**config.mk**
```make
export PLATFORM = sky130hd
export DESIGN_NAME = serial_program_port
export DESIGN_NICKNAME = d
export VERILOG_FILES = /design/src/rtl/spp_pkg.sv /design/src/rtl/pin_sync.sv /design/src/rtl/nvm_control.sv /design/src/rtl/serial_program_port.sv
export SDC_FILE = /design/constraint.sdc
export NUM_CORES = 1
export LEC_CHECK = 0
export BUFFER_PORTS_ARGS = -buffer_cell sky130_fd_sc_hd__buf_2
export CORE_MARGIN = 2
export CORE_UTILIZATION = 50
export DETAILED_ROUTE_END_ITERATION = 10
export PLACE_DENSITY = 0.76
export SLEW_MARGIN = 20
export SYNTH_ARGS = -nofsm -noshare
export SYNTH_HDL_FRONTEND = slang
export SYNTH_SLANG_ARGS = --single-unit
export TNS_END_PERCENT = 5
```
**constraint.sdc**
```tcl
create_clock -name i_clk -period 2.1 [get_ports i_clk]
set_input_delay 0.21 -clock i_clk [delete_from_list [all_inputs] [get_ports i_clk]]
set_output_delay 0.21 -clock i_clk [all_outputs]
set_load 0.02 [all_outputs]
```
**src/rtl/spp_pkg.sv**
```systemverilog
/*
  Shared constants, types and decode for the serial program port.
  Assumes a single 100 MHz system clock; the serial clock is sampled as data.
*/
package spp_pkg;

  // ----------------------------------------------------------------
  // Serial framing
  // ----------------------------------------------------------------
  localparam int CODE_W = 4;
  localparam int INSTR_W = 24;
  localparam int VIS_W = 16;
  localparam int CNT_W = 5;
  localparam logic [CNT_W-1:0] FORCED_LAST = 5'h08;
  localparam logic [CNT_W-1:0] CODE_LAST = 5'h03;
  localparam logic [CNT_W-1:0] INSTR_LAST = 5'h17;
  localparam logic [CNT_W-1:0] RO_PROC_LAST = 5'h07;
  localparam logic [CNT_W-1:0] RO_OUT_LAST = 5'h0F;
  localparam logic [CNT_W-1:0] CNT_ZERO = 5'h00;
  localparam logic [CNT_W-1:0] CNT_ONE = 5'h01;
  localparam logic [CODE_W-1:0] CODE_EXEC = 4'h0;
  localparam logic [CODE_W-1:0] CODE_READOUT = 4'h1;
  localparam logic [INSTR_W-1:0] NOP_INSTR = 24'h000000;

  // ----------------------------------------------------------------
  // Register port
  // ----------------------------------------------------------------
  localparam int ADDR_W = 4;
  localparam int DATA_W = 16;
  localparam logic [ADDR_W-1:0] REG_NVM_CTRL = 4'h0;
  localparam logic [ADDR_W-1:0] REG_NVM_KEY = 4'h1;
  localparam logic [ADDR_W-1:0] REG_VIS = 4'h2;
  localparam logic [ADDR_W-1:0] REG_STATUS = 4'h3;
  localparam logic [DATA_W-1:0] DATA_ZERO = 16'h0000;
  localparam int NVM_START_BIT = 15;
  localparam logic [7:0] KEY_FIRST = 8'h55;
  localparam logic [7:0] KEY_SECOND = 8'hAA;

  // ----------------------------------------------------------------
  // Memory operation codes
  // ----------------------------------------------------------------
  localparam logic [DATA_W-1:0] OP_ERASE_ALL = 16'h407F;
  localparam logic [DATA_W-1:0] OP_ERASE_DROW = 16'h4075;
  localparam logic [DATA_W-1:0] OP_ERASE_DWORD = 16'h4074;
  localparam logic [DATA_W-1:0] OP_ERASE_EXEC = 16'h4072;
  localparam logic [DATA_W-1:0] OP_ERASE_CROW = 16'h4071;
  localparam logic [DATA_W-1:0] OP_ERASE_BSG = 16'h406E;
  localparam logic [DATA_W-1:0] OP_ERASE_SG = 16'h405E;
  localparam logic [DATA_W-1:0] OP_ERASE_G = 16'h404E;
  localparam logic [DATA_W-1:0] OP_ERASE_BDATA = 16'h4066;
  localparam logic [DATA_W-1:0] OP_ERASE_SDATA = 16'h4056;
  localparam logic [DATA_W-1:0] OP_ERASE_GDATA = 16'h4046;
  localparam logic [DATA_W-1:0] OP_WRITE_CFG = 16'h4008;
  localparam logic [DATA_W-1:0] OP_WRITE_DROW = 16'h4005;
  localparam logic [DATA_W-1:0] OP_WRITE_DWORD = 16'h4004;
  localparam logic [DATA_W-1:0] OP_WRITE_CROW = 16'h4001;

  // ----------------------------------------------------------------
  // Types
  // ----------------------------------------------------------------
  typedef enum logic [2:0] {
    ST_OFF = 3'b000,
    ST_FORCED = 3'b001,
    ST_INSTR = 3'b010,
    ST_CODE = 3'b011,
    ST_RO_PROC = 3'b100,
    ST_RO_OUT = 3'b101
  } port_state_t;

  typedef enum logic [1:0] {
    NVM_NONE = 2'b00,
    NVM_ERASE = 2'b01,
    NVM_WRITE = 2'b10
  } nvm_kind_t;

  typedef struct packed {
    logic exec;
    logic [INSTR_W-1:0] word;
  } cpu_instr_t;

  typedef struct packed {
    logic active;
    nvm_kind_t kind;
    logic [DATA_W-2:0] op;
  } nvm_cmd_t;

  // Operation decode; bit 15 ignored so it works on the live register
  function automatic nvm_kind_t op_kind(input logic [DATA_W-1:0] v);
    logic [DATA_W-1:0] op;
    op = {1'b0, v[DATA_W-2:0]};
    case (op)
      OP_ERASE_ALL, OP_ERASE_DROW, OP_ERASE_DWORD, OP_ERASE_EXEC, OP_ERASE_CROW,
      OP_ERASE_BSG, OP_ERASE_SG, OP_ERASE_G,
      OP_ERASE_BDATA, OP_ERASE_SDATA, OP_ERASE_GDATA: op_kind = NVM_ERASE;
      OP_WRITE_CFG, OP_WRITE_DROW, OP_WRITE_DWORD, OP_WRITE_CROW: op_kind = NVM_WRITE;
      default: op_kind = NVM_NONE;
    endcase
    if (v[DATA_W-2] == 1'b0) begin
      op_kind = NVM_NONE;
    end
  endfunction

endpackage

```
**src/rtl/pin_sync.sv**
```systemverilog
/*
  Two-flop synchroniser for asynchronous pin levels.
  Assumes inputs change slowly against i_clk; only the second stage is used.
*/
`timescale 1ns/10ps
module pin_sync #(
  parameter int WIDTH = 2
) (
  input wire logic i_clk,
  input wire logic i_srst,
  input wire logic [WIDTH-1:0] i_async,
  output logic [WIDTH-1:0] o_sync
);

  // ----------------------------------------------------------------
  // Stages
  // ----------------------------------------------------------------
  logic [WIDTH-1:0] meta_reg;
  logic [WIDTH-1:0] meta_next;
  logic [WIDTH-1:0] sync_reg;
  logic [WIDTH-1:0] sync_next;

  always_comb begin
    meta_next = i_async;
    sync_next = meta_reg;
  end

  always_ff @(posedge i_clk) begin
    if (i_srst) begin
      meta_reg <= '0;
      sync_reg <= '0;
    end else begin
      meta_reg <= meta_next;
      sync_reg <= sync_next;
    end
  end

  assign o_sync = sync_reg;

endmodule

```
**src/rtl/nvm_control.sv**
```systemverilog
/*
  Memory control register with unlock key and start/stop of a cycle.
  Assumes one-cycle write strobes from the register port on i_clk.
*/
`timescale 1ns/10ps
module nvm_control (
  input wire logic i_clk,
  input wire logic i_srst,
  input wire logic i_ctrl_wr,
  input wire logic i_key_wr,
  input wire logic [spp_pkg::DATA_W-1:0] i_wdata,
  output logic [spp_pkg::DATA_W-1:0] o_ctrl,
  output logic o_unlocked,
  output logic o_start,
  output logic o_stop,
  output spp_pkg::nvm_cmd_t o_cmd
);

  // ----------------------------------------------------------------
  // Key and control state
  // ----------------------------------------------------------------
  logic [spp_pkg::DATA_W-1:0] ctrl_reg;
  logic [spp_pkg::DATA_W-1:0] ctrl_next;
  logic key1_reg;
  logic key1_next;
  logic unlock_reg;
  logic unlock_next;
  logic start_reg;
  logic start_next;
  logic stop_reg;
  logic stop_next;
  logic want_set;

  always_comb begin
    ctrl_next = ctrl_reg;
    key1_next = key1_reg;
    unlock_next = unlock_reg;
    start_next = 1'b0;
    stop_next = 1'b0;
    want_set = i_wdata[spp_pkg::NVM_START_BIT] & ~ctrl_reg[spp_pkg::NVM_START_BIT];
    if (i_key_wr) begin
      // Only 0x55 then 0xAA back to back arms the start bit
      key1_next = (i_wdata[7:0] == spp_pkg::KEY_FIRST);
      unlock_next = key1_reg & (i_wdata[7:0] == spp_pkg::KEY_SECOND);
    end else if (i_ctrl_wr) begin
      key1_next = 1'b0;
      unlock_next = 1'b0;
      if (ctrl_reg[spp_pkg::NVM_START_BIT]) begin
        // Running cycle: only a clear is honoured, op code frozen
        if (!i_wdata[spp_pkg::NVM_START_BIT]) begin
          ctrl_next[spp_pkg::NVM_START_BIT] = 1'b0;
          stop_next = 1'b1;
        end
      end else begin
        ctrl_next[spp_pkg::NVM_START_BIT-1:0] = i_wdata[spp_pkg::NVM_START_BIT-1:0];
        if (want_set && unlock_reg && spp_pkg::op_kind(i_wdata) != spp_pkg::NVM_NONE) begin
          ctrl_next[spp_pkg::NVM_START_BIT] = 1'b1;
          start_next = 1'b1;
        end
      end
    end
  end

  always_ff @(posedge i_clk) begin
    if (i_srst) begin
      ctrl_reg <= spp_pkg::DATA_ZERO;
      key1_reg <= 1'b0;
      unlock_reg <= 1'b0;
      start_reg <= 1'b0;
      stop_reg <= 1'b0;
    end else begin
      ctrl_reg <= ctrl_next;
      key1_reg <= key1_next;
      unlock_reg <= unlock_next;
      start_reg <= start_next;
      stop_reg <= stop_next;
    end
  end

  // ----------------------------------------------------------------
  // Outputs
  // ----------------------------------------------------------------
  assign o_ctrl = ctrl_reg;
  assign o_unlocked = unlock_reg;
  assign o_start = start_reg;
  assign o_stop = stop_reg;
  assign o_cmd.active = ctrl_reg[spp_pkg::NVM_START_BIT];
  assign o_cmd.kind = spp_pkg::op_kind(ctrl_reg);
  assign o_cmd.op = ctrl_reg[spp_pkg::DATA_W-2:0];

endmodule

```
**src/rtl/serial_program_port.sv**
```systemverilog
/*
  Serial programming port: control codes, instruction shift-in, result
  readout on the data pin, and the memory control register block.
  Assumes the serial clock and data pins are asynchronous and slow
  (serial period several system clocks); the CPU sits on the o_cpu_* side
  and reaches the registers through the plain register port.
*/
// Function
// - Decode 4-bit code: execute, readout, reserved
// - Execute code: hold CPU, shift 24 bits
// - Execute over next four clocks, shift next code
// - First code after entry forced, nine clocks
// - Readout: eight idle processing clocks first
// - Then shift result register out, 16 clocks
// - Pin input for codes, output for readout
// - Keep driving until next rising serial edge
// - Load op code, unlock, set bit 15
// - Erase codes for memory, rows, words, executive
// - Segment erase codes with protection words
// - Segment data erase codes
// - Write codes for config, data, program rows
// - Start ignored unless key 0x55 then 0xAA
// - Start bit starts cycle, clear terminates it
// - Change on rising, sample falling, LSB first
// - Timing from serial clock, no internal fetch
`timescale 1ns/10ps
module serial_program_port (
  input wire logic i_clk,
  input wire logic i_srst,
  input wire logic i_prog_mode,
  input wire logic i_prog_clock_pin,
  input wire logic i_prog_data_pin,
  output logic o_prog_data_pin,
  output logic o_prog_data_oe,
  output spp_pkg::cpu_instr_t o_cpu_instr,
  output logic o_cpu_hold,
  output logic o_cpu_exec_window,
  output logic o_fetch_inhibit,
  input wire logic [spp_pkg::ADDR_W-1:0] i_addr,
  input wire logic [spp_pkg::DATA_W-1:0] i_wdata,
  input wire logic i_wr,
  input wire logic i_rd,
  output logic [spp_pkg::DATA_W-1:0] o_rdata,
  output spp_pkg::nvm_cmd_t o_nvm_cmd,
  output logic o_nvm_start,
  output logic o_nvm_stop
);

  // ----------------------------------------------------------------
  // Pin synchronisation and edge finding
  // ----------------------------------------------------------------
  logic [1:0] pins_sync;
  logic pclk_s;
  logic pdat_s;
  logic pclk_d_reg;
  logic pclk_d_next;
  logic rise;
  logic fall;

  pin_sync #(
    .WIDTH(2)
  ) u_pin_sync (
    .i_clk(i_clk),
    .i_srst(i_srst),
    .i_async({i_prog_clock_pin, i_prog_data_pin}),
    .o_sync(pins_sync)
  );

  assign pclk_s = pins_sync[1];
  assign pdat_s = pins_sync[0];

  always_comb begin
    pclk_d_next = pclk_s;
  end

  always_ff @(posedge i_clk) begin
    if (i_srst) begin
      pclk_d_reg <= 1'b0;
    end else begin
      pclk_d_reg <= pclk_d_next;
    end
  end

  // All port timing is taken from serial clock edges
  assign rise = pclk_s & ~pclk_d_reg;
  assign fall = ~pclk_s & pclk_d_reg;

  // ----------------------------------------------------------------
  // Register port decode
  // ----------------------------------------------------------------
  logic ctrl_wr;
  logic key_wr;
  logic vis_wr;
  logic [spp_pkg::DATA_W-1:0] nvm_ctrl;
  logic nvm_unlocked;

  assign ctrl_wr = i_wr & (i_addr == spp_pkg::REG_NVM_CTRL);
  assign key_wr = i_wr & (i_addr == spp_pkg::REG_NVM_KEY);
  assign vis_wr = i_wr & (i_addr == spp_pkg::REG_VIS);

  nvm_control u_nvm_control (
    .i_clk(i_clk),
    .i_srst(i_srst),
    .i_ctrl_wr(ctrl_wr),
    .i_key_wr(key_wr),
    .i_wdata(i_wdata),
    .o_ctrl(nvm_ctrl),
    .o_unlocked(nvm_unlocked),
    .o_start(o_nvm_start),
    .o_stop(o_nvm_stop),
    .o_cmd(o_nvm_cmd)
  );

  // ----------------------------------------------------------------
  // Port state machine
  // ----------------------------------------------------------------
  spp_pkg::port_state_t state_reg;
  spp_pkg::port_state_t state_next;
  logic [spp_pkg::CNT_W-1:0] cnt_reg;
  logic [spp_pkg::CNT_W-1:0] cnt_next;
  logic [spp_pkg::CODE_W-1:0] code_reg;
  logic [spp_pkg::CODE_W-1:0] code_next;
  logic [spp_pkg::CODE_W-1:0] code_in;
  logic [spp_pkg::INSTR_W-1:0] ishift_reg;
  logic [spp_pkg::INSTR_W-1:0] ishift_next;
  logic [spp_pkg::INSTR_W-1:0] ishift_in;
  logic [spp_pkg::VIS_W-1:0] vis_reg;
  logic [spp_pkg::VIS_W-1:0] vis_next;
  logic [spp_pkg::VIS_W-1:0] oshift_reg;
  logic [spp_pkg::VIS_W-1:0] oshift_next;
  logic dout_reg;
  logic dout_next;
  logic oe_reg;
  logic oe_next;
  logic win_reg;
  logic win_next;
  spp_pkg::cpu_instr_t instr_reg;
  spp_pkg::cpu_instr_t instr_next;

  // LSB arrives first, so new bits enter at the top and walk down
  assign code_in = {pdat_s, code_reg[spp_pkg::CODE_W-1:1]};
  assign ishift_in = {pdat_s, ishift_reg[spp_pkg::INSTR_W-1:1]};

  always_comb begin
    state_next = state_reg;
    cnt_next = cnt_reg;
    code_next = code_reg;
    ishift_next = ishift_reg;
    oshift_next = oshift_reg;
    dout_next = dout_reg;
    oe_next = oe_reg;
    win_next = win_reg;
    instr_next = instr_reg;
    instr_next.exec = 1'b0;
    vis_next = vis_wr ? i_wdata : vis_reg;
    if (!i_prog_mode) begin
      state_next = spp_pkg::ST_OFF;
      cnt_next = spp_pkg::CNT_ZERO;
      oe_next = 1'b0;
      win_next = 1'b0;
    end else begin
      case (state_reg)
        spp_pkg::ST_OFF: begin
          state_next = spp_pkg::ST_FORCED;
          cnt_next = spp_pkg::CNT_ZERO;
        end
        spp_pkg::ST_FORCED: begin
          // Forced first command: nine clocks, content ignored
          if (fall) begin
            cnt_next = cnt_reg + spp_pkg::CNT_ONE;
            if (cnt_reg == spp_pkg::FORCED_LAST) begin
              instr_next.exec = 1'b1;
              instr_next.word = spp_pkg::NOP_INSTR;
              state_next = spp_pkg::ST_INSTR;
              cnt_next = spp_pkg::CNT_ZERO;
            end
          end
        end
        spp_pkg::ST_INSTR: begin
          if (fall) begin
            ishift_next = ishift_in;
            cnt_next = cnt_reg + spp_pkg::CNT_ONE;
            if (cnt_reg == spp_pkg::INSTR_LAST) begin
              instr_next.exec = 1'b1;
              instr_next.word = ishift_in;
              win_next = 1'b1;
              state_next = spp_pkg::ST_CODE;
              cnt_next = spp_pkg::CNT_ZERO;
            end
          end
        end
        spp_pkg::ST_CODE: begin
          // Pin released only at the first rising edge of the next code
          if (rise && oe_reg) begin
            oe_next = 1'b0;
          end
          if (fall) begin
            code_next = code_in;
            cnt_next = cnt_reg + spp_pkg::CNT_ONE;
            if (cnt_reg == spp_pkg::CODE_LAST) begin
              win_next = 1'b0;
              cnt_next = spp_pkg::CNT_ZERO;
              if (code_in == spp_pkg::CODE_EXEC) begin
                state_next = spp_pkg::ST_INSTR;
              end else if (code_in == spp_pkg::CODE_READOUT) begin
                state_next = spp_pkg::ST_RO_PROC;
              end else begin
                state_next = spp_pkg::ST_CODE;
              end
            end
          end
        end
        spp_pkg::ST_RO_PROC: begin
          if (fall) begin
            cnt_next = cnt_reg + spp_pkg::CNT_ONE;
            if (cnt_reg == spp_pkg::RO_PROC_LAST) begin
              oshift_next = vis_reg;
              state_next = spp_pkg::ST_RO_OUT;
              cnt_next = spp_pkg::CNT_ZERO;
            end
          end
        end
        spp_pkg::ST_RO_OUT: begin
          if (rise) begin
            dout_next = oshift_reg[0];
            oshift_next = {1'b0, oshift_reg[spp_pkg::VIS_W-1:1]};
            oe_next = 1'b1;
          end
          if (fall) begin
            cnt_next = cnt_reg + spp_pkg::CNT_ONE;
            if (cnt_reg == spp_pkg::RO_OUT_LAST) begin
              state_next = spp_pkg::ST_CODE;
              cnt_next = spp_pkg::CNT_ZERO;
            end
          end
        end
        default: begin
          state_next = spp_pkg::ST_OFF;
          cnt_next = spp_pkg::CNT_ZERO;
          oe_next = 1'b0;
        end
      endcase
    end
  end

  always_ff @(posedge i_clk) begin
    if (i_srst) begin
      state_reg <= spp_pkg::ST_OFF;
      cnt_reg <= spp_pkg::CNT_ZERO;
      code_reg <= '0;
      ishift_reg <= spp_pkg::NOP_INSTR;
      oshift_reg <= spp_pkg::DATA_ZERO;
      vis_reg <= spp_pkg::DATA_ZERO;
      dout_reg <= 1'b0;
      oe_reg <= 1'b0;
      win_reg <= 1'b0;
      instr_reg <= '0;
    end else begin
      state_reg <= state_next;
      cnt_reg <= cnt_next;
      code_reg <= code_next;
      ishift_reg <= ishift_next;
      oshift_reg <= oshift_next;
      vis_reg <= vis_next;
      dout_reg <= dout_next;
      oe_reg <= oe_next;
      win_reg <= win_next;
      instr_reg <= instr_next;
    end
  end

  // ----------------------------------------------------------------
  // Read data, one cycle after the strobe
  // ----------------------------------------------------------------
  logic [spp_pkg::DATA_W-1:0] rdata_reg;
  logic [spp_pkg::DATA_W-1:0] rdata_next;
  logic [spp_pkg::DATA_W-1:0] status_word;

  assign status_word = {7'h00, nvm_unlocked, o_nvm_cmd.kind, win_reg, oe_reg,
                        i_prog_mode, state_reg};

  always_comb begin
    rdata_next = spp_pkg::DATA_ZERO;
    if (i_rd) begin
      case (i_addr)
        spp_pkg::REG_NVM_CTRL: rdata_next = nvm_ctrl;
        spp_pkg::REG_VIS: rdata_next = vis_reg;
        spp_pkg::REG_STATUS: rdata_next = status_word;
        // Key reads back zero so the key cannot be snooped
        default: rdata_next = spp_pkg::DATA_ZERO;
      endcase
    end
  end

  always_ff @(posedge i_clk) begin
    if (i_srst) begin
      rdata_reg <= spp_pkg::DATA_ZERO;
    end else begin
      rdata_reg <= rdata_next;
    end
  end

  // ----------------------------------------------------------------
  // Outputs
  // ----------------------------------------------------------------
  assign o_rdata = rdata_reg;
  assign o_prog_data_pin = dout_reg;
  assign o_prog_data_oe = oe_reg;
  assign o_cpu_instr = instr_reg;
  assign o_cpu_exec_window = win_reg;
  // CPU idle whenever in the mode and not inside an execute window
  assign o_cpu_hold = i_prog_mode & ~win_reg;
  assign o_fetch_inhibit = i_prog_mode;

endmodule

```
## Word level (Yosys, flattened, before mapping)

Index checks and enable logic that the tools add are counted.

- Add/subtract/negate cells: 1
- Divide/modulo/power cells: 0
- Equal/unequal tests: 58
- Multiply operators: 0
- Bitwise operators: 17
- Shifts and indexed selects: 0
- Mux-type cells: 56
- Order comparisons: 0
- Reduce and logical (&&, ||, !) cells: 31

Operators by type and width:

| cell | number |
|---|---|
| $eq A15 B15 Y1 const B | 30 |
| $mux W25 | 4 |
| $mux W5 | 10 |
| $pmux W25 S2 | 1 |
| $mux W16 | 3 |
| $pmux W16 S3 | 1 |
| $mux W3 | 12 |
| $pmux W16 S2 | 1 |
| $pmux W5 S5 | 1 |
| $ne A2 B2 Y1 const B | 12 |
| $reduce_or A11 Y1 | 2 |
| $reduce_or A4 Y1 | 5 |
| $pmux W3 S6 | 1 |
| $reduce_and A3 Y1 | 5 |
| $reduce_and A5 Y1 | 3 |
| $mux W1 | 13 |
| $eq A5 B4 Y1 const B | 2 |
| $mux W2 | 5 |
| $reduce_and A10 Y1 | 1 |
| $reduce_bool A2 Y1 | 5 |
| $not A1 Y1 | 9 |
| $and A1 B1 Y1 | 8 |
| $eq A4 B1 Y1 const B | 2 |
| $eq A4 B2 Y1 const B | 2 |
| 18 further kinds | 25 |

- Bits in latches: 0
- Memory bits (writable): 0
- Memories: 0
- Input port bits: 27
- Memory bits (read-only): 0
- Output and inout port bits: 66
- Register bits after elaboration: 137

## Depth between registers and ports, before layout

Gate-level depths: netlist (run 1).

- Word-level depth: 11
- Gate-level depth with buffers: 9
- Depth with buffers taken out: 9

## Hierarchy

From an unflattened synthesis (run 1), not the netlist that was laid out.

- Cells, all modules: 694
- Area, all modules: 6124.6 µm²

By module, submodules not included:

| module | times used | area an instance (µm²) | cells an instance | seq. area each (µm²) |
|---|---|---|---|---|
| serial_program_port | 1 | 4885.9 | 542 | 2222.1 |
| nvm_control | 1 | 1133.6 | 144 | 400.4 |
| pin_sync | 1 | 105.1 | 8 | 80.1 |

## Least setup slack after synthesis (run 1)

OpenSTA, ideal clock, no wires.

- Path type: register -> register
- From: register cnt_reg[0] in the netlist's numbering
- To: register state_reg[2]
- Cell stages (with the launch flop): 10
- Path buffers: 0
- Setup slack: 0.294 ns
- Clock period less this slack: 1.806 ns
- Arrival: 1.735 ns
- Cell sequence: dfxtp_1 > ha_1 > nand3_1 > inv_1 > ha_1 > nand2_1 > nand2_1 > o21ai_1 > or4_1 > a21oi_1

- Longest elaborated chain between the ends: 3
- Elaborated cells between the ends (all ways): 11
- Those cells by class: eq/ne: 10; reduce/logical: 1

RTL lines:

| item | line | source |
|---|---|---|
| start, declared | serial_program_port.sv:119 | `logic [spp_pkg::CNT_W-1:0] cnt_reg;` |
| start signal, assigned | serial_program_port.sv:249 | `cnt_reg <= spp_pkg::CNT_ZERO;` |
| start signal, assigned | serial_program_port.sv:260 | `cnt_reg <= cnt_next;` |
| $eq A5 B4 Y1, or another cell as far along | serial_program_port.sv:231 | `if (cnt_reg == spp_pkg::RO_OUT_LAST) begin` |
| $ne A2 B2 Y1 (no line) | n/a |  |
| $reduce_and A10 Y1 (no line) (*) | n/a |  |
| end signal, assigned | serial_program_port.sv:248 | `state_reg <= spp_pkg::ST_OFF;` |
| end signal, assigned | serial_program_port.sv:259 | `state_reg <= state_next;` |
| end, declared | serial_program_port.sv:117 | `spp_pkg::port_state_t state_reg;` |

Every way passes the cells marked *; elsewhere a longest branch is shown, timed or not.
A chain may end at the register's enable or synchronous reset.

## Worst setup path in the final report (run 1)

- From: register cnt_reg[0] in the netlist's numbering
- To: register instr_reg (netlist bit o_cpu_instr[18])

- Longest elaborated chain between the ends: 3
- Elaborated cells between the ends (all ways): 5
- Those cells by class: eq/ne: 4; reduce/logical: 1

RTL lines:

| item | line | source |
|---|---|---|
| $eq A5 B5 Y1 or $eq A5 B4 Y1 (tied branches) | serial_program_port.sv:183, serial_program_port.sv:171 |  |
| $ne A2 B2 Y1 (no line) | n/a |  |
| $reduce_and A6 Y1 (no line) (*) | n/a |  |
| end signal, assigned | serial_program_port.sv:268 | `instr_reg <= instr_next;` |
| end, declared | serial_program_port.sv:137 | `spp_pkg::cpu_instr_t instr_reg;` |

Marks and branches as above.

==> impl_summary.md, run 1 <==
Outcome
The flow ran to the end, and the final reports show no timing, DRC or antenna violations.

Timing
The final critical delay including setup and external delays is roughly 2.0 ns. The final hold violation count was 0. The final clock period utilization by the worst path is 0.9303. Based on the critical path, the design can be clocked at up to 511.9 MHz. Setup violations remaining at the end of the flow were counted as 0.

The clock arrives with roughly 0.0085 ns of skew. The total count of max-transition violations in the final report is 0. The worst slew margin relative to its limit is 0.5256. Setup repair after global routing left no endpoint under its margin.

Adding up every negative setup slack in the final design gives 0 ns. At the pin with the least slew margin, the transition time is around 0.71 ns. Once routing completed, OpenROAD measured the worst setup slack at 0.1463 ns.

Detailed routing
In the final routed layout, each cell accounts on average for 16.55 um. The first-pass iteration count of the detailed router is 5. In this run, the number of DRC markers left after iteration 0 of detailed routing was approximately 450. The number of design rule violations left after detail routing is 0. The routed layout has between 5000 and 6000 vias.

In the routed layout, each cell is associated on average with a via count of 5.788. For this block, the routed nets add up to 15110 um of wire. The count of nets left with antenna violations once routing finished came out at 0.

Worst setup path
For this run, the slowest stage of the critical path takes 0.40 ns. The critical path is of the flop to flop type. The worst register-to-register path begins at cnt_reg[0]$_SDFFE_PP0P_. The type of destination of the critical path is a flop. The type of element launching the critical path is a flop.

The critical path starts at cnt_reg[0]$_SDFFE_PP0P_. The capture point of the critical path is o_cpu_instr[18]$_SDFFE_PP0P_. The worst register-to-register path has a depth of 8. The reg2reg setup slack is 0.15 ns. For this design, the slowest cell found on the critical path is dfxtp_1. The endpoint of the worst-slack reg-to-reg timing path is o_cpu_instr[18]$_SDFFE_PP0P_. At the worst endpoint, the required time is 2.40 ns. The largest driver fanout on the critical path is 24. The signal on the critical path passes through inv_1 > ha_1 > nor4bb_2 > a32oi_1 > nor2_1 > and4_1 > buf_12 > a22o_1. For the worst setup path, the data arrival time is between 2 and 2.5 ns.

Layout
The post-synthesis to final-layout area growth is 22.16%. The flip-flop count of the largest register, all copies and words added is 25. The antenna diode instance count is 0. The net total in the final layout is about 800.

The ratio of cells with drive above 1 in the final layout is 0.2070.

Run
The number of max-capacitance violations reported is 0.

Power and ir drop
The internal power of the cells totals 4.601 mW. The fraction of power consumed by sequential logic is 0.433. Of the total power, the share spent switching nets is 0.2330. Power spread over the standard cell area amounts to 871.4 nW/um^2. The static power due to leakage is 2.625 nW. The clock power share is 0.510. The largest vdd supply drop is 0.0008813 V. The total net switching power is 1.398 mW. The proportion of power drawn by combinational gates is 0.057.

Placed design
The count of input and output buffers is 92. The HPWL after detailed placement is 10410 um. The congestion estimate from routability-driven global placement came to 0.8871.

The worst slack at placement is 0.1877 ns.

Die
The overall die width is roughly 110 um. The number of I/O pins is 93. The number of placement rows is 38. The core box area is 10940 um^2.

The area of the die is 12140 um^2. In this run the vertical extent of the chip is 110.2 um. The starting density of the core is 0.5153.

Clock tree
The number of setup buffers added after CTS is 0. Buffers inserted during clock tree synthesis total 17. The clock tree synthesis step divided the H-tree into 4 levels.

The clock sink count is 135. The clock edge transition at the registers on the reported setup and hold paths is about 0.060 ns. The root buffer cell chosen for the clock tree is clkbuf_16. The count of instances resized after the clock tree is built is 0. The clock tree from TritonCTS is done. The clock passes through at most 2 buffers.

The clock network latency to the later pin of the worst-skew pair is 0.42 ns. The number of buffers inserted for hold repair after clock tree synthesis is 0.

GRT
The global route total overflow is 0. The initial antenna violation count is 1. For this run, the total global-route usage over all layers was measured as 0.2555. The global-route wire length before repair is 23890 um. The largest net degree at the start of global routing is 48. The via count of the first global-routing pass is 4779.

Logic synthesis
After synthesis the netlist holds a flip-flop and latch count of 135. In the synthesized netlist the async set-or-reset flop fraction comes to 0. Ranked by total cell area, the synthesized netlist is headed by dfxtp_1 48%, nand2_1 9.9%, a21oi_1 5.8%. The dominant register cell in the synthesized netlist is dfxtp_1.

After technology mapping, the gate count stands at 675. The number of unique standard cell types used by synthesis is 55. A synthesized cell averages 8.349 um^2. The cell area that synthesis handed to floorplanning was 5635 um^2. The portion of synthesized cell area occupied by the leading cell type is 0.4796. Synthesis produced a netlist with a net count of 707. The sequential-to-total area share from yosys stat is 0.4796. The post-synthesis cell type with the largest combined area is dfxtp_1. For this run, the number of Yosys warnings is 0. Counting flops with a built-in enable in the synthesized netlist gives 0.

Hold path
In this run the worst hold path is classified as input port to flop. The launch instance of the worst min-delay path is i_wdata[15].
[per-layer routing]
layer	global-route usage	up-vias	part of all wire
met5	0	-	0
met4	0.09821	0	0.025
met3	0.07172	31	0.065
met2	0.4110	212	0.47
met1	0.3256	2487	0.44
li1	-	2554	-
[layout make-up]
cell class                      count  area, um^2
Fill cell                         946        4051
Timing Repair Buffer              116       665.6
Clock buffer                       18       439.2
Sequential cell                   135        2703
Inverter                           10       37.54
Tap cell                          140       175.2
Multi-Input combinational cell    480        2689
Clock inverter                     14       175.2
[power by group through the flow]
| stage | Clock (mW) | Sequential, mW | Combinational [mW] |
|---|---|---|---|
| finish | 3.06 | 2.60 | 0.341 |
| global route | 3.20 | 2.60 | 0.367 |
| CTS | 3.08 | 2.60 | 0.335 |
| detailed placement | 0 | 2.65 | 0.333 |
| global placement | 0 | 2.65 | 0.333 |
| floorplan | 0 | 2.65 | 0.193 |
[cell usage after synthesis, types with 2 or more instances]
library cell  instances
nand2_1             148
dfxtp_1             135
a21oi_1              65
nor2_1               56
clkbuf_1             34
nand3_1              27
a22o_1               24
a22oi_1              18
a311oi_1             15
nor2b_1              13
o21ai_0              12
buf_2                11
inv_1                10
nand2b_1              8
mux2_2                7
nor4_1                7
or3_1                 6
ha_1                  5
mux2i_1               5
o31ai_1               5
and2_1                4
and3_1                4
nor4b_1               4
a31oi_1               3
buf_4                 3
nand3b_1              3
nand4_1               3
nor3_1                3
o21bai_1              3
or4_1                 3
a2bb2oi_1             2
a32oi_1               2
and4b_1               2
buf_1                 2
nand4b_1              2
o211ai_1              2
[how the worst min path moves through the flow]
stage / to / slack, ns / cells after the start
floorplan: u_nvm_control.o_stop$_SDFF_PP0_ / 0.29 / 1
global placement: u_nvm_control.o_stop$_SDFF_PP0_ / 0.42 / 2
detailed placement: u_nvm_control.o_stop$_SDFF_PP0_ / 0.43 / 2
CTS: u_nvm_control.o_stop$_SDFF_PP0_ / 0.0003 / 2
global route: u_nvm_control.o_stop$_SDFF_PP0_ / 0.02 / 2
finish: u_nvm_control.o_stop$_SDFF_PP0_ / 0.02 / 2
[critical path, delay by kind of cell (launching register included)]
kind | cells | cell delay (ns)
AOI/OAI and AO/OA | 2 | 0.49
adders and majority gates | 1 | 0.21
buffers and inverters | 2 | 0.22
DFF | 1 | 0.40
and+or+nand+nor | 3 | 0.51
[cell usage in the layout (no fill, tap or decap), types with 4 or more instances in the layout]
cell and n:
a22o_1 24, or3_1 6, nand2b_1 8, and2_1 4, ha_1 5, a311oi_1 15
nor2b_1 13, nand2_1 148, o31ai_1 5, nor4_1 7, buf_2 92, nor2_1 56
dfxtp_1 135, nand3_1 27, nor4b_1 4, a21oi_1 65, clkbuf_16 17, o21ai_0 12
inv_1 10, and3_1 4, clkinv_4 5, mux2i_1 5, buf_4 22, mux2_2 7
a22oi_1 18
[through the flow]
step                      instance area (um^2)  instances  hold WS, ns  total power [mW]  utilization
final                                     6884        913      0.01609             5.999       0.6295
after global routing                      6884        913      0.01856             6.167       0.6295
after CTS                                 6878        913    0.0003082             6.009       0.6289
after detailed placement                  6264        881       0.4279             2.987       0.5728
after global placement                    6264        881       0.4219             2.986       0.5728
after floorplan                           5635        675       0.2879             2.845            -
[cell families after synthesis]
| group | Yosys count | share of synthesized area |
|---|---|---|
| AND/OR/NAND/NOR | 300 | 0.2478 |
| AO/OA/AOI/OAI | 162 | 0.1927 |
| flip-flops | 135 | 0.4796 |
| buffers and inverters | 60 | 0.04440 |
| multiplexers | 12 | 0.02287 |
| adder cells (fa/ha/maj) | 5 | 0.01110 |
| XOR/XNOR | 1 | 0.001554 |
(Power assumes the default switching activity.)
==> run 2, diff against run 1 <==
CTS_BUF_LIST = sky130_fd_sc_hd__clkbuf_2 sky130_fd_sc_hd__clkbuf_4 sky130_fd_sc_hd__clkbuf_8   (was not set)
==> run 2 against run 1 <==
Net effect: cell area is 2.5% lower; non-clock buffer count is 2 higher; register-to-register slack hardly changed; clock skew is 0.0046 ns higher; critical endpoint is now state_reg[2]$_SDFFE_PP0P_; power is 14% lower; via count is 0.38% lower; die area stayed put; wire length is 2.3% lower; core utilization is 1.6 points lower.
==> impl_summary.md, run 2 (synthesized netlist as in run 1, its figures left out) <==
Clock tree
The clock edge transition at the registers on the reported setup and hold paths is 0.08 ns. The clock sink count is 135. Post-CTS timing repair inserted 0 buffers for setup. CTS built an H-tree with a depth of 4. The clock network latency to the later pin of the worst-skew pair is 0.43 ns. The maximum buffer depth of the clock tree is 2.

The clock tree from TritonCTS is done. The total CTS buffers is 17. Clock tree synthesis selected as its root buffer the cell clkbuf_8.

Layout
The antenna diode instance count is 0. The ratio of cells with drive above 1 in the final layout is 0.2077. The register with the most flip-flops in the layout has 25 of them. The library cells used most frequently in the layout, excluding fill and tap cells, are 148 x nand2_1, 134 x dfxtp_1, 92 x buf_2, 65 x a21oi_1, 56 x nor2_1. The final standard cell utilization of the core is 0.6140. The post-synthesis to final-layout area growth is 19.14%. The commonest non-fill, non-tap cell in the layout is nand2_1. After the last flow step, the layout net total stands at 794.

Outcome
The flow ran to the end, and the final reports show no timing, DRC or antenna violations.

Timing
In the finished design, the share of the clock period the worst path needs comes to 0.9262. The total count of max-transition violations in the final report is 0. The worst slew margin relative to its limit is 0.5266.

The maximum clock skew at final layout is 0.01309 ns. Setup violations remaining at the end of the flow were counted as 0. The worst path in the final design needs a cycle of 1.945 ns, including I/O delays and setup.

The actual slew at the worst max-slew pin is 0.7063 ns. The peak clock frequency supported by timing is 514.1 MHz. The setup TNS after final layout is 0 ns. Setup repair after global routing left no endpoint under its margin.

The final hold violation count is 0.

Hold path
For hold timing, the worst endpoint is u_pin_sync.meta_reg[1]$_SDFF_PP0_. The launch instance of the worst min-delay path is i_prog_clock_pin. The worst hold path was traced through 2 stages. The path class of the tightest hold or removal check is input port to flop.

Worst setup path
The largest driver fanout on the critical path is 6. The worst setup path is launched from a flop. The type of destination of the critical path is a flop.

The endpoint of the worst-slack reg-to-reg timing path is state_reg[2]$_SDFFE_PP0P_. The logic depth of the worst register-to-register path is 9. The reg-to-reg startpoint is cnt_reg[0]$_SDFFE_PP0P_. STA puts the critical path data arrival time at 2.31 ns.

The class of the most critical setup path is flop to flop. The reg2reg setup slack is between 0.15 and 0.2 ns. At the worst endpoint, the required time is 2.47 ns.

GRT
The initial antenna violation count was 0. The largest net degree at the start of global routing is 48. Across every metal layer, demand over resource in global routing totals 0.2503.

The global route total overflow is 0. The via count of the first global-routing pass is 4761. The first global-routing pass estimated 23520 um of wire.

Detailed routing
The iteration-0 DRC count of the detailed router is 398. The vias per cell is 5.753. The first-pass iteration count of the detailed router is 6. The average wire per standard cell is 16.14 um.

After detailed routing, the number of remaining DRC violations is 0. The final wirelength is 14770 um. Detailed routing inserted a total of between 5000 and 6000 vias. The post-route antenna net violation count is 0.

Die
The area of the die is 12140 um^2. In this run the core area contains 38 standard-cell rows. After floorplanning, the core was sized to cover 10940 um^2. The number of I/O pins is 93. The overall die width is 110.2 um. In this run the vertical extent of the chip is 110.2 um. The starting density of the core is 0.5153.

Placed design
The routability congestion estimate is 0.8871. The count of input and output buffers is 92. The HPWL after detailed placement is around 10000 um.

Run
The number of max-capacitance violations reported is 0.

Power and ir drop
The largest vdd supply drop is 0.0006781 V. Power comes to around 5.2 mW. Of the total power, registers draw 0.500.

For this design the ratio of total power to cell area is between 700 and 800 nW/um^2. Of the total power, the share spent switching nets is 0.2466. Summed over all nets, the switching power comes to 1.279 mW. The cell-internal power is 3.907 mW. The share of total power dissipated in combinational logic is 0.067. The share of total power dissipated in the clock network is 0.433. The static power due to leakage is 2.547 nW.
==> run 2: cell count changes in the layout (fill, tap and decap cells not counted), sizes merged <==
| cell | before | now |
|---|---|---|
| dlygate4sd3 | 0 | 2 |
==> run 2: worst max-delay path: stages, from the launching register on <==
cell	delay (ns)
dfxtp_1	0.41
ha_1	0.28
nand3_1	0.13
inv_1	0.08
ha_1	0.13
nand2_1	0.08
nand2_1	0.09
o21ai_1	0.07
or4_1	0.48
a21oi_1	0.13
==> run 2: power by group through the flow <==
stage / registers (mW) / logic [mW] / clock network (mW)
floorplan: 2.65 / 0.193 / 0
global placement: 2.65 / 0.333 / 0
CTS: 2.59 / 0.337 / 2.27
detailed placement: 2.65 / 0.333 / 0
global route: 2.60 / 0.370 / 2.40
finish: 2.59 / 0.345 / 2.25
==> run 2: how the worst max path moves through the flow <==
stage	slack (ns)	cells past startpoint	from	to
after global routing	0.005	5	state_reg[1]$_SDFFE_PP0P_	o_prog_data_pin$_SDFFE_PP0P_
final	0.16	9	cnt_reg[0]$_SDFFE_PP0P_	state_reg[2]$_SDFFE_PP0P_
after CTS	0.12	5	u_nvm_control.o_ctrl[1]$_SDFFE_PP0P_	o_nvm_cmd[15]
after global placement	0.22	6	cnt_reg[0]$_SDFFE_PP0P_	cnt_reg[3]$_SDFFE_PP0P_
after detailed placement	0.19	9	cnt_reg[0]$_SDFFE_PP0P_	state_reg[2]$_SDFFE_PP0P_
after floorplan	0.29	9	cnt_reg[0]$_SDFFE_PP0P_	state_reg[2]$_SDFFE_PP0P_
==> run 2: final cells by class <==
class,instances,area [um^2]
clock buffers,18,247.7
clock inverters,14,175.2
fillers,987,4222
inverters,10,37.54
multi-input cells,480,2689
flip-flops and latches,135,2704
well taps,140,175.2
repair buffers,118,685.7
==> run 2: metrics by stage <==
stage | cell area (um^2) | worst slack (ns) | hold WS [ns] | cells
2_1_floorplan | 5635 | 0.2944 | 0.2879 | 675
3_3_place_gp | 6264 | 0.2206 | 0.4219 | 881
3_5_place_dp | 6264 | 0.1877 | 0.4279 | 881
4_1_cts | 6706 | 0.1188 | 0.0005670 | 915
5_1_grt | 6714 | 0.004503 | 0.01633 | 915
6_report | 6714 | 0.1550 | 0.01868 | 915
==> run 2: metal layers <==
metal,part of all wire,global-route usage,wire length [um],up-vias
li1,-,-,-,2549
met1,0.44,0.3262,6519,2478
met2,0.47,0.3992,6928,213
met3,0.067,0.06349,996,24
met4,0.022,0.09643,323,0
met5,0,0,0,-
==> run 2: what timing repair did <==
action,4_1_cts,5_1_grt
resized for setup,0,2
endpoints found under the hold margin,2,0
setup endpoints to repair,0,3
hold buffers,2,0
